$ cat config.mk
export PLATFORM = sky130hd
export DESIGN_NAME = rsf_filter
export DESIGN_NICKNAME = d
export VERILOG_FILES = /design/src/logic/rsf_pkg.sv /design/src/logic/rsf_filter.sv
export SDC_FILE = /design/constraint.sdc
export NUM_CORES = 2
export LEC_CHECK = 0
export BUFFER_PORTS_ARGS = -buffer_cell sky130_fd_sc_hd__clkbuf_2
export CELL_PAD_IN_SITES_DETAIL_PLACEMENT = 1
export CELL_PAD_IN_SITES_GLOBAL_PLACEMENT = 1
export CORE_ASPECT_RATIO = 1.5
export CORE_MARGIN = 2
export CORE_UTILIZATION = 50
export DETAILED_ROUTE_END_ITERATION = 6
export PLACE_DENSITY = 0.86
export SLEW_MARGIN = 10
export SYNTH_ARGS = -nofsm -noshare
export SYNTH_HDL_FRONTEND = slang
export SYNTH_SLANG_ARGS = --single-unit
export TNS_END_PERCENT = 5
$ cat constraint.sdc
create_clock -name CLK_I -period 8.6 [get_ports CLK_I]
set_input_delay 2.15 -clock CLK_I [delete_from_list [all_inputs] [get_ports CLK_I]]
set_output_delay 2.15 -clock CLK_I [all_outputs]
set_load 0.01 [all_outputs]
$ cat src/logic/rsf_pkg.sv
// Constants for the region security filter: sizes, register map, fields.
// Assumes a 32-bit classic Wishbone register bus and 32-bit access addresses.
package rsf_pkg;
    // ****************************************
    // Sizes
    // ****************************************
    localparam int NF     = 2;             // Filter units
    localparam int NREG   = 9;             // Region 0 plus regions 1-8
    localparam int AW     = 32;            // Access address width
    localparam int PGW    = 20;            // Address bits above the 4KB page
    localparam int PG_LSB = 12;            // Low bits implied by 4KB blocks
    localparam int IDW    = 4;             // Source identity width
    localparam int NIDS   = 16;            // Source identities
    localparam int PROT_NS_BIT = 1;        // Protection bit giving security

    // ****************************************
    // Register map (byte addresses)
    // ****************************************
    localparam logic [11:0] OFS_STATUS = 12'h000;  // Overlap flags, W1C
    localparam logic [11:0] OFS_ACTION = 12'h004;  // Overlap irq enables
    localparam logic [3:0]  REG_BLOCK  = 4'h1;     // Region block at 0x100
    localparam logic [1:0]  WD_BASE    = 2'h0;     // +0x0 start address
    localparam logic [1:0]  WD_TOP     = 2'h1;     // +0x4 end address
    localparam logic [1:0]  WD_ATTR    = 2'h2;     // +0x8 attributes
    localparam logic [1:0]  WD_PERMIT  = 2'h3;     // +0xc source permit word

    // ****************************************
    // Attributes and permit word fields
    // ****************************************
    localparam int ATTR_EN_LSB = 0;        // Per-filter enables [NF-1:0]
    localparam int ATTR_S_RD   = 30;       // Secure read enable
    localparam int ATTR_S_WR   = 31;       // Secure write enable
    localparam int PERMIT_WR_LSB = 16;     // Write identity enables [31:16]

    // ****************************************
    // Reset values
    // ****************************************
    localparam logic [PGW-1:0]  RST_PAGE   = 20'h00000;
    localparam logic [31:0]     RST_PERMIT = 32'h0000_0000;
    localparam logic [NF-1:0]   RST_EN     = 2'h0;
    localparam logic [NF-1:0]   RST_FLAGS  = 2'h0;
endpackage

$ cat src/logic/rsf_filter.sv
// Region security filter: region table, Wishbone slave and filter units.
// Assumes access inputs come from another clock and are held until done.
//
// Functional notes
// - Region 0 partly programmable, regions 1-8 fully programmable.
// - Protection bit 1 gives security: 0 Secure, 1 Non-secure.
// - One shared region table; each filter unit checks independently.
// - Non-secure accesses filtered by the presented source identity.
// - Region 0 covers every address not in another region.
// - Each region has a separate enable per filter unit.
// - Only enabled regions match; region 0 always enabled.
// - Region 0 settings used only when no enabled region matches.
// - Address in enabled region 1+ uses that region's settings.
// - Overlap hit sets status flag, optionally interrupt; outcome undefined.
// - Start address 4KB granular; region 0 start fixed zero.
// - End address last byte of 4KB block; region 0 end all ones.
// - Secure access granted solely by secure read/write enable bits.
// - Non-secure permission chosen by read or write source identity.
// - Each region has attributes word and source permit word.
// - Access not meeting region security is denied.
// - Source identity indexes permit bit; 1 grants, 0 denies.
// - Overlap with region 0 alone never sets the overlap flag.
// - Non-secure grant never implies Secure grant.
// - Separate 4-bit read and write source identities per filter.
//
// Added by the designer: the Wishbone slave port and the register offsets.
`timescale 1ns/10ps
module rsf_filter (
    input  wire logic                          CLK_I,
    input  wire logic                          RESETN_I,
    // Wishbone classic slave
    input  wire logic                          CYC_I,
    input  wire logic                          STB_I,
    input  wire logic                          WE_I,
    input  wire logic [11:0]                   ADR_I,
    input  wire logic [3:0]                    SEL_I,
    input  wire logic [31:0]                   DAT_I,
    output logic      [31:0]                   DAT_O,
    output logic                               ACK_O,
    // Read channels, one slice per filter unit
    input  wire logic [rsf_pkg::NF-1:0]        RD_REQ_I,
    input  wire logic [rsf_pkg::NF*32-1:0]     RD_ADDR_I,
    input  wire logic [rsf_pkg::NF*3-1:0]      READ_PROTECTION_IN_I,
    input  wire logic [rsf_pkg::NF*4-1:0]      READ_SOURCE_ID_I,
    // Write channels, one slice per filter unit
    input  wire logic [rsf_pkg::NF-1:0]        WR_REQ_I,
    input  wire logic [rsf_pkg::NF*32-1:0]     WR_ADDR_I,
    input  wire logic [rsf_pkg::NF*3-1:0]      WRITE_PROTECTION_IN_I,
    input  wire logic [rsf_pkg::NF*4-1:0]      WRITE_SOURCE_ID_I,
    // Check results
    output logic      [rsf_pkg::NF-1:0]        RD_DONE_O,
    output logic      [rsf_pkg::NF-1:0]        RD_GRANT_O,
    output logic      [rsf_pkg::NF-1:0]        WR_DONE_O,
    output logic      [rsf_pkg::NF-1:0]        WR_GRANT_O,
    output logic                               FILTER_IRQ_O
);
    import rsf_pkg::*;

    // ****************************************
    // Region table
    // ****************************************
    logic [PGW-1:0]  base_reg   [1:NREG-1];
    logic [PGW-1:0]  top_reg    [1:NREG-1];
    logic [NF-1:0]   en_reg     [1:NREG-1];
    logic            s_rd_reg   [0:NREG-1];
    logic            s_wr_reg   [0:NREG-1];
    logic [31:0]     permit_reg [0:NREG-1];
    logic [NF-1:0]   status_reg;
    logic [NF-1:0]   action_reg;
    logic [NF-1:0]   ovl_set;
    logic            ack_reg;

    // ****************************************
    // Bus decode
    // ****************************************
    logic            wb_hit;
    logic            wb_wr;
    logic            in_reg_blk;
    logic [3:0]      rg;
    logic [1:0]      wd;

    assign wb_hit     = CYC_I & STB_I & ~ack_reg;
    assign wb_wr      = wb_hit & WE_I;
    assign in_reg_blk = (ADR_I[11:8] == REG_BLOCK) && (ADR_I[7:4] < 4'(NREG));
    assign rg         = ADR_I[7:4];
    assign wd         = ADR_I[3:2];

    // Byte-lane merge for partial writes
    function automatic logic [31:0] merge(input logic [31:0] old_v,
                                          input logic [31:0] new_v,
                                          input logic [3:0]  sel);
        logic [31:0] r;
        r = old_v;
        for (int b = 0; b < 4; b++) begin
            if (sel[b]) begin
                r[8*b +: 8] = new_v[8*b +: 8];
            end
        end
        return r;
    endfunction

    // Read view of one register; region 0 shows its fixed fields
    function automatic logic [31:0] rd_view(input logic [3:0] r,
                                            input logic [1:0] w);
        logic [31:0] v;
        v = 32'h0000_0000;
        case (w)
            WD_BASE: begin
                if (r != 4'h0) begin
                    v = {base_reg[r], 12'h000};
                end
            end
            WD_TOP: begin
                v = (r == 4'h0) ? 32'hffff_ffff : {top_reg[r], 12'hfff};
            end
            WD_ATTR: begin
                v[ATTR_EN_LSB +: NF] = (r == 4'h0) ? {NF{1'b1}} : en_reg[r];
                v[ATTR_S_RD] = s_rd_reg[r];
                v[ATTR_S_WR] = s_wr_reg[r];
            end
            default: begin
                v = permit_reg[r];
            end
        endcase
        return v;
    endfunction

    // ****************************************
    // Wishbone answer
    // ****************************************
    // One wait state: ack one edge after the request, dropped the next
    always_ff @(posedge CLK_I or negedge RESETN_I) begin
        if (!RESETN_I) begin
            ack_reg <= 1'b0;
            DAT_O   <= 32'h0000_0000;
        end else begin
            ack_reg <= wb_hit;
            if (wb_hit && !WE_I) begin
                if (ADR_I == OFS_STATUS) begin
                    DAT_O <= {{(32-NF){1'b0}}, status_reg};
                end else if (ADR_I == OFS_ACTION) begin
                    DAT_O <= {{(32-NF){1'b0}}, action_reg};
                end else if (in_reg_blk) begin
                    DAT_O <= rd_view(rg, wd);
                end else begin
                    DAT_O <= 32'h0000_0000;  // Unmapped reads as zero
                end
            end
        end
    end
    assign ACK_O = ack_reg;

    // ****************************************
    // Region register writes
    // ****************************************
    // Region 0 has no start, end or enable storage; those are fixed
    always_ff @(posedge CLK_I or negedge RESETN_I) begin
        if (!RESETN_I) begin
            for (int r = 0; r < NREG; r++) begin
                s_rd_reg[r]   <= 1'b0;
                s_wr_reg[r]   <= 1'b0;
                permit_reg[r] <= RST_PERMIT;
            end
            for (int r = 1; r < NREG; r++) begin
                base_reg[r] <= RST_PAGE;
                top_reg[r]  <= RST_PAGE;
                en_reg[r]   <= RST_EN;
            end
        end else if (wb_wr && in_reg_blk) begin
            case (wd)
                WD_BASE: begin
                    if (rg != 4'h0) begin
                        base_reg[rg] <= PGW'(merge({base_reg[rg], 12'h000},
                                                   DAT_I, SEL_I) >> PG_LSB);
                    end
                end
                WD_TOP: begin
                    if (rg != 4'h0) begin
                        top_reg[rg] <= PGW'(merge({top_reg[rg], 12'hfff},
                                                  DAT_I, SEL_I) >> PG_LSB);
                    end
                end
                WD_ATTR: begin
                    if (SEL_I[0] && rg != 4'h0) begin
                        en_reg[rg] <= DAT_I[ATTR_EN_LSB +: NF];
                    end
                    if (SEL_I[3]) begin
                        s_rd_reg[rg] <= DAT_I[ATTR_S_RD];
                        s_wr_reg[rg] <= DAT_I[ATTR_S_WR];
                    end
                end
                default: begin
                    permit_reg[rg] <= merge(permit_reg[rg], DAT_I, SEL_I);
                end
            endcase
        end
    end

    // ****************************************
    // Overlap status and interrupt
    // ****************************************
    // Write one to clear; a new overlap in the same cycle wins
    always_ff @(posedge CLK_I or negedge RESETN_I) begin
        if (!RESETN_I) begin
            status_reg <= RST_FLAGS;
            action_reg <= RST_FLAGS;
        end else begin
            if (wb_wr && ADR_I == OFS_ACTION && SEL_I[0]) begin
                action_reg <= DAT_I[NF-1:0];
            end
            if (wb_wr && ADR_I == OFS_STATUS && SEL_I[0]) begin
                status_reg <= (status_reg & ~DAT_I[NF-1:0]) | ovl_set;
            end else begin
                status_reg <= status_reg | ovl_set;
            end
        end
    end

    // Level interrupt, registered so it is clean
    always_ff @(posedge CLK_I or negedge RESETN_I) begin
        if (!RESETN_I) begin
            FILTER_IRQ_O <= 1'b0;
        end else begin
            FILTER_IRQ_O <= |(status_reg & action_reg);
        end
    end

    // ****************************************
    // Access check
    // ****************************************
    // Returns {overlap, grant} for one access on filter f
    function automatic logic [1:0] check(input logic [PGW-1:0] pg,
                                         input logic [IDW-1:0] sid,
                                         input logic           ns,
                                         input logic           wr,
                                         input int             f);
        logic [3:0] sel;
        int         cnt;
        logic       ok;
        sel = 4'h0;
        cnt = 0;
        for (int r = NREG - 1; r >= 1; r--) begin
            if (en_reg[r][f] && pg >= base_reg[r] && pg <= top_reg[r]) begin
                sel = 4'(r);
                cnt = cnt + 1;
            end
        end
        // sel stays 0 only when no enabled higher region matched
        if (ns) begin
            ok = wr ? permit_reg[sel][PERMIT_WR_LSB + int'(sid)]
                    : permit_reg[sel][int'(sid)];
        end else begin
            ok = wr ? s_wr_reg[sel] : s_rd_reg[sel];
        end
        return {cnt > 1, ok};
    endfunction

    // ****************************************
    // Input synchronisers
    // ****************************************
    // Bundles are held by the master until done, so bits settle together
    localparam int SW = NF * 80;
    logic [SW-1:0] in_raw;
    logic [SW-1:0] sync1_reg;
    logic [SW-1:0] sync2_reg;

    assign in_raw = {RD_REQ_I, RD_ADDR_I, READ_PROTECTION_IN_I, READ_SOURCE_ID_I,
                     WR_REQ_I, WR_ADDR_I, WRITE_PROTECTION_IN_I, WRITE_SOURCE_ID_I};

    always_ff @(posedge CLK_I or negedge RESETN_I) begin
        if (!RESETN_I) begin
            sync1_reg <= '0;
            sync2_reg <= '0;
        end else begin
            sync1_reg <= in_raw;
            sync2_reg <= sync1_reg;
        end
    end

    logic [NF-1:0]    rq_s;
    logic [NF*32-1:0] ra_s;
    logic [NF*3-1:0]  rp_s;
    logic [NF*4-1:0]  ri_s;
    logic [NF-1:0]    wq_s;
    logic [NF*32-1:0] wa_s;
    logic [NF*3-1:0]  wp_s;
    logic [NF*4-1:0]  wi_s;

    assign {rq_s, ra_s, rp_s, ri_s, wq_s, wa_s, wp_s, wi_s} = sync2_reg;

    // ****************************************
    // Filter units
    // ****************************************
    // Each unit sees the shared table but checks on its own
    logic [NF-1:0] rq_prev_reg;
    logic [NF-1:0] wq_prev_reg;
    logic [NF-1:0] rd_fire;
    logic [NF-1:0] wr_fire;
    logic [1:0]    rd_res [NF];
    logic [1:0]    wr_res [NF];

    for (genvar f = 0; f < NF; f++) begin : g_unit
        assign rd_fire[f] = rq_s[f] & ~rq_prev_reg[f];
        assign wr_fire[f] = wq_s[f] & ~wq_prev_reg[f];
        always_comb begin  // Re-runs on table edits too, not only on new accesses
            rd_res[f] = check(ra_s[32*f + PG_LSB +: PGW], ri_s[4*f +: IDW],
                              rp_s[3*f + PROT_NS_BIT], 1'b0, f);
            wr_res[f] = check(wa_s[32*f + PG_LSB +: PGW], wi_s[4*f +: IDW],
                              wp_s[3*f + PROT_NS_BIT], 1'b1, f);
        end
        assign ovl_set[f] = (rd_fire[f] & rd_res[f][1]) | (wr_fire[f] & wr_res[f][1]);
    end

    // Done pulses one cycle per new request; grant stands until next check
    always_ff @(posedge CLK_I or negedge RESETN_I) begin
        if (!RESETN_I) begin
            rq_prev_reg <= '0;
            wq_prev_reg <= '0;
            RD_DONE_O   <= '0;
            RD_GRANT_O  <= '0;
            WR_DONE_O   <= '0;
            WR_GRANT_O  <= '0;
        end else begin
            rq_prev_reg <= rq_s;
            wq_prev_reg <= wq_s;
            RD_DONE_O   <= rd_fire;
            WR_DONE_O   <= wr_fire;
            for (int f = 0; f < NF; f++) begin
                if (rd_fire[f]) begin
                    RD_GRANT_O[f] <= rd_res[f][0];
                end
                if (wr_fire[f]) begin
                    WR_GRANT_O[f] <= wr_res[f][0];
                end
            end
        end
    end
endmodule

==> reports/summary.json <==
{
  "outcome": "complete, no violations",
  "clock_skew_ns": 0.0429,
  "clock_sinks": 900,
  "clk_latency_ns": 0.82,
  "regToRegEndpoint": "status_reg[1]",
  "initial_antenna_violation_count": 34,
  "finalWorstPathRequiredPeriod_ns": 8.30,
  "synth_largest_area_cell": "sky130_fd_sc_hd__dfrtp_1",
  "accumulated_negative_setup_slack_ns": 0,
  "fmaxAchievable_mhz": 120,
  "power-per-cell-area_mw_per_mm2": 130,
  "register_to_register_setup_slack_ns": 0.30,
  "viasPerCell": 7.20,
  "dominantRegCellSynth": "sky130_fd_sc_hd__dfrtp_1",
  "critical_path.startpoint_type": "register",
  "drt_first_iter_violations": 7447,
  "p_leak_uw": 0.0379,
  "place_congestion": 1.04,
  "synthDistinctLibCells": 92,
  "post-cts-setup-buffer-count": 0,
  "drcViolationCount": 0,
  "gr-usage-all-layers_pct": 49.3,
  "post_synth_top_area_share_pct": 31.1,
  "ys_async_sr_fraction_pct": 100,
  "path_clk_slew_ns": 0.07,
  "flow.area_growth_from_synthesis_pct": 10.5,
  "detailroute.via_count": 70400,
  "maximum_number_of_pins_on_one_net_before_global_route_repair": 168,
  "timing.critical_path.to": "status_reg[1]",
  "register_bit_count_reported_by_yosys": 900,
  "die-height_um": 470,
  "first_pass_iters": 6,
  "multiInputGateArea_sq_mm": 0.0474,
  "max_incr_delay_on_cp_ns": 0.49,
  "max_slew.worst_pin.slew_ns": 1.42,
  "synthesis.area_per_instance_sq_um": 9.58,
  "h-tree-depth": 3,
  "io_buffer_count": 198,
  "synth_sequential_area_ratio_pct": 31.1,
  "slew_violations": 0,
  "timing.max_cap.violations": 0,
  "layout_worst_path_cycle_share_pct": 96.5,
  "fillerInstances": 16200,
  "layout.nets": 9307,
  "worst_hold_path_type": "reg2reg",
  "finalNonFillerCells": 9774,
  "rsz0062_at_grt": "no",
  "routed_wirelength_um": 366000,
  "clk_path_buf_depth": 3,
  "drive_above_1_share_pct": 13.5,
  "overall_die_area_sq_mm": 0.148,
  "layout.area.seq_sq_mm": 0.0225,
  "cts_inserted_buffers": 95,
  "post_route_antenna_net_violation_count": 0,
  "ff2ff_path_depth": 36,
  "io-pin-count": 255,
  "avgRoutedWirePerCell_um": 37.5,
  "starting_density_of_the_core_pct": 50.2,
  "critPathCaptureType": "register",
  "std_cell_rows": 171,
  "dp_slack_ns": 0.562,
  "cts.root.buffer_cell": "sky130_fd_sc_hd__clkbuf_16",
  "crit_path_top_delay_cell": "sky130_fd_sc_hd__dfrtp_1",
  "hold_viol_final": 0,
  "cp_data_required_time_ns": 9.28,
  "synth_enable_flop_cells": 0,
  "cp_max_fo": 6,
  "synth-warning-count": 0,
  "synth_fp_nets": 9083,
  "slew_headroom_pct": 4.15,
  "syn_inst": 7554,
  "worst_voltage_drop_across_the_vdd_grid_mv": 0.196,
  "critPathMostFrequentCell": "sky130_fd_sc_hd__a21o_1",
  "dp.cells": 9581,
  "largest_register_ff_count": 288,
  "core_sq_mm": 0.144,
  "startpoint": "base_reg[0]",
  "via_count_of_the_first_global_routing_pass": 74000,
  "die_width_um": 315,
  "grt_first_pass_wirelength_um": 523000,
  "cp_data_arrival_time_ns": 8.99,
  "timing.setup.critical_path_class": "reg2reg",
  "grt_overflow_total": 0,
  "fin_ws_ns": 0.299,
  "synth.top_cells.by_area": "sky130_fd_sc_hd__dfrtp_1 (31%), sky130_fd_sc_hd__ha_1 (23%), sky130_fd_sc_hd__mux4_2 (5.0%)",
  "setup_violations": 0,
  "reg2reg_from": "base_reg[0]",
  "synthesis.area_sq_mm": 0.0724,
  "tritoncts": "built",
  "place_hpwl_um": 268000
}
==> power breakdown <==
part	internal, uW	switching, uW
clock network	2330	2100
registers	4290	98.0
logic	463	1100
total	7090	3300
==> Yosys cell counts, drive strengths merged (71+ instances only) <==
cell type,number
nor2b,96
nor3,74
mux4,161
a211oi,71
a21oi,529
clkbuf,253
mux2,213
a21o,220
nor2,269
nand2b,85
dfrtp,900
nand4,181
o21ai,716
a31oi,92
nand3,146
inv,395
ha,1316
nand2,845
mux2i,176
==> cells in the final DEF, fill, tap and decap left out, types with 18 or more instances in the layout <==
cell / Yosys / layout
sky130_fd_sc_hd__a21o_1: 220 / 220
sky130_fd_sc_hd__xnor2_1: 28 / 28
sky130_fd_sc_hd__or2_2: 17 / 18
sky130_fd_sc_hd__nor2_1: 268 / 259
sky130_fd_sc_hd__a221oi_1: 64 / 62
sky130_fd_sc_hd__ha_1: 1316 / 1316
sky130_fd_sc_hd__a211o_1: 32 / 32
sky130_fd_sc_hd__o21a_1: 58 / 58
sky130_fd_sc_hd__mux2i_1: 176 / 176
sky130_fd_sc_hd__a21boi_0: 18 / 18
sky130_fd_sc_hd__buf_4: 2 / 216
sky130_fd_sc_hd__mux2_2: 213 / 213
sky130_fd_sc_hd__nor2b_1: 96 / 94
sky130_fd_sc_hd__o221ai_1: 33 / 33
sky130_fd_sc_hd__nand3_1: 146 / 144
sky130_fd_sc_hd__nor3_1: 74 / 67
sky130_fd_sc_hd__a221o_1: 40 / 40
sky130_fd_sc_hd__a2111oi_0: 29 / 26
sky130_fd_sc_hd__clkinv_2: 0 / 21
sky130_fd_sc_hd__nand4_1: 181 / 181
sky130_fd_sc_hd__o31ai_1: 22 / 21
sky130_fd_sc_hd__nand2b_1: 85 / 84
sky130_fd_sc_hd__o21ai_0: 713 / 711
sky130_fd_sc_hd__nor4_1: 18 / 18
sky130_fd_sc_hd__inv_1: 395 / 395
sky130_fd_sc_hd__a31oi_1: 92 / 91
sky130_fd_sc_hd__o2111ai_1: 21 / 21
sky130_fd_sc_hd__mux4_2: 161 / 161
sky130_fd_sc_hd__nand2_1: 845 / 831
sky130_fd_sc_hd__a21oi_1: 529 / 529
sky130_fd_sc_hd__and4_1: 39 / 39
sky130_fd_sc_hd__o22ai_1: 23 / 23
sky130_fd_sc_hd__clkbuf_2: 0 / 193
sky130_fd_sc_hd__dfrtp_1: 900 / 896
sky130_fd_sc_hd__o211ai_1: 64 / 64
sky130_fd_sc_hd__a211oi_1: 65 / 64
sky130_fd_sc_hd__and3_1: 26 / 26
sky130_fd_sc_hd__clkbuf_16: 0 / 95
==> timing repair <==
| item | in CTS | in global routing |
|---|---|---|
| gates resized for setup | 0 | 1 |
| hold buffers | 0 | 0 |
| setup endpoints to repair | 0 | 1 |
==> layout make-up <==
type / count / area share [%]
flip-flops and latches: 900 / 28.2
clock buffers: 115 / 3.18
well taps: 1903 / 2.98
clock inverters: 59 / 0.825
multi-input cells: 5956 / 59.3
repair buffers: 428 / 3.65
diodes: 16 / 0.0501
inverters: 397 / 1.86
==> layer usage <==
layer | routed length (um) | global-route usage (%) | up-vias
met5 | 111 | 0 | -
met3 | 33300 | 12.9 | 1889
li1 | - | - | 28800
met2 | 163000 | 76.7 | 4496
met4 | 47300 | 50.2 | 18
met1 | 123000 | 52.8 | 35200
==> logic make-up after synthesis <==
kind of cell,Yosys count,share of synthesized area [%]
XOR/XNOR,40,0.543
adder cells (fa/ha/maj),1316,22.7
multiplexers,550,10.8
flip-flops,900,31.1
buffers and inverters,698,3.69
AND/OR/NAND/NOR,1881,12.3
AO/OA/AOI/OAI,2169,18.8
==> metrics by stage <==
| step | hold slack [ns] | total power [uW] | cell area (sq um) | utilization (%) |
|---|---|---|---|---|
| global placement | 0.332 | 5870 | 76700 | 53.2 |
| detailed placement | 0.336 | 5940 | 76700 | 53.2 |
| global route | 0.354 | 10600 | 79900 | 55.4 |
| finish | 0.340 | 10400 | 80000 | 55.5 |
| CTS | 0.342 | 10300 | 79900 | 55.4 |
| floorplan | 0.331 | 5140 | 72400 | - |
==> worst min-delay path by stage <==
stage / startpoint / end / slack, ns / depth (start not counted)
after global routing: sync1_reg[3] / sync2_reg[3] / 0.35 / 0
after floorplan: sync1_reg[0] / sync2_reg[0] / 0.33 / 0
final: sync1_reg[89] / sync2_reg[89] / 0.34 / 0
after global placement: sync1_reg[123] / sync2_reg[123] / 0.33 / 0
after detailed placement: sync1_reg[154] / sync2_reg[154] / 0.34 / 0
after CTS: sync1_reg[89] / sync2_reg[89] / 0.34 / 0
==> worst max-delay path, delay by kind of cell (launching register included) <==
family / cells / cell delay (ns)
AO/OA/AOI/OAI: 16 / 3.54
adder cells (fa/ha/maj): 7 / 2.27
buffers and inverters: 3 / 0.29
AND/OR/NAND/NOR: 8 / 1.08
XOR/XNOR: 1 / 0.30
flip-flops: 1 / 0.49
multiplexers: 1 / 0.20
No activity file was read; power rests on OpenSTA's default activity.
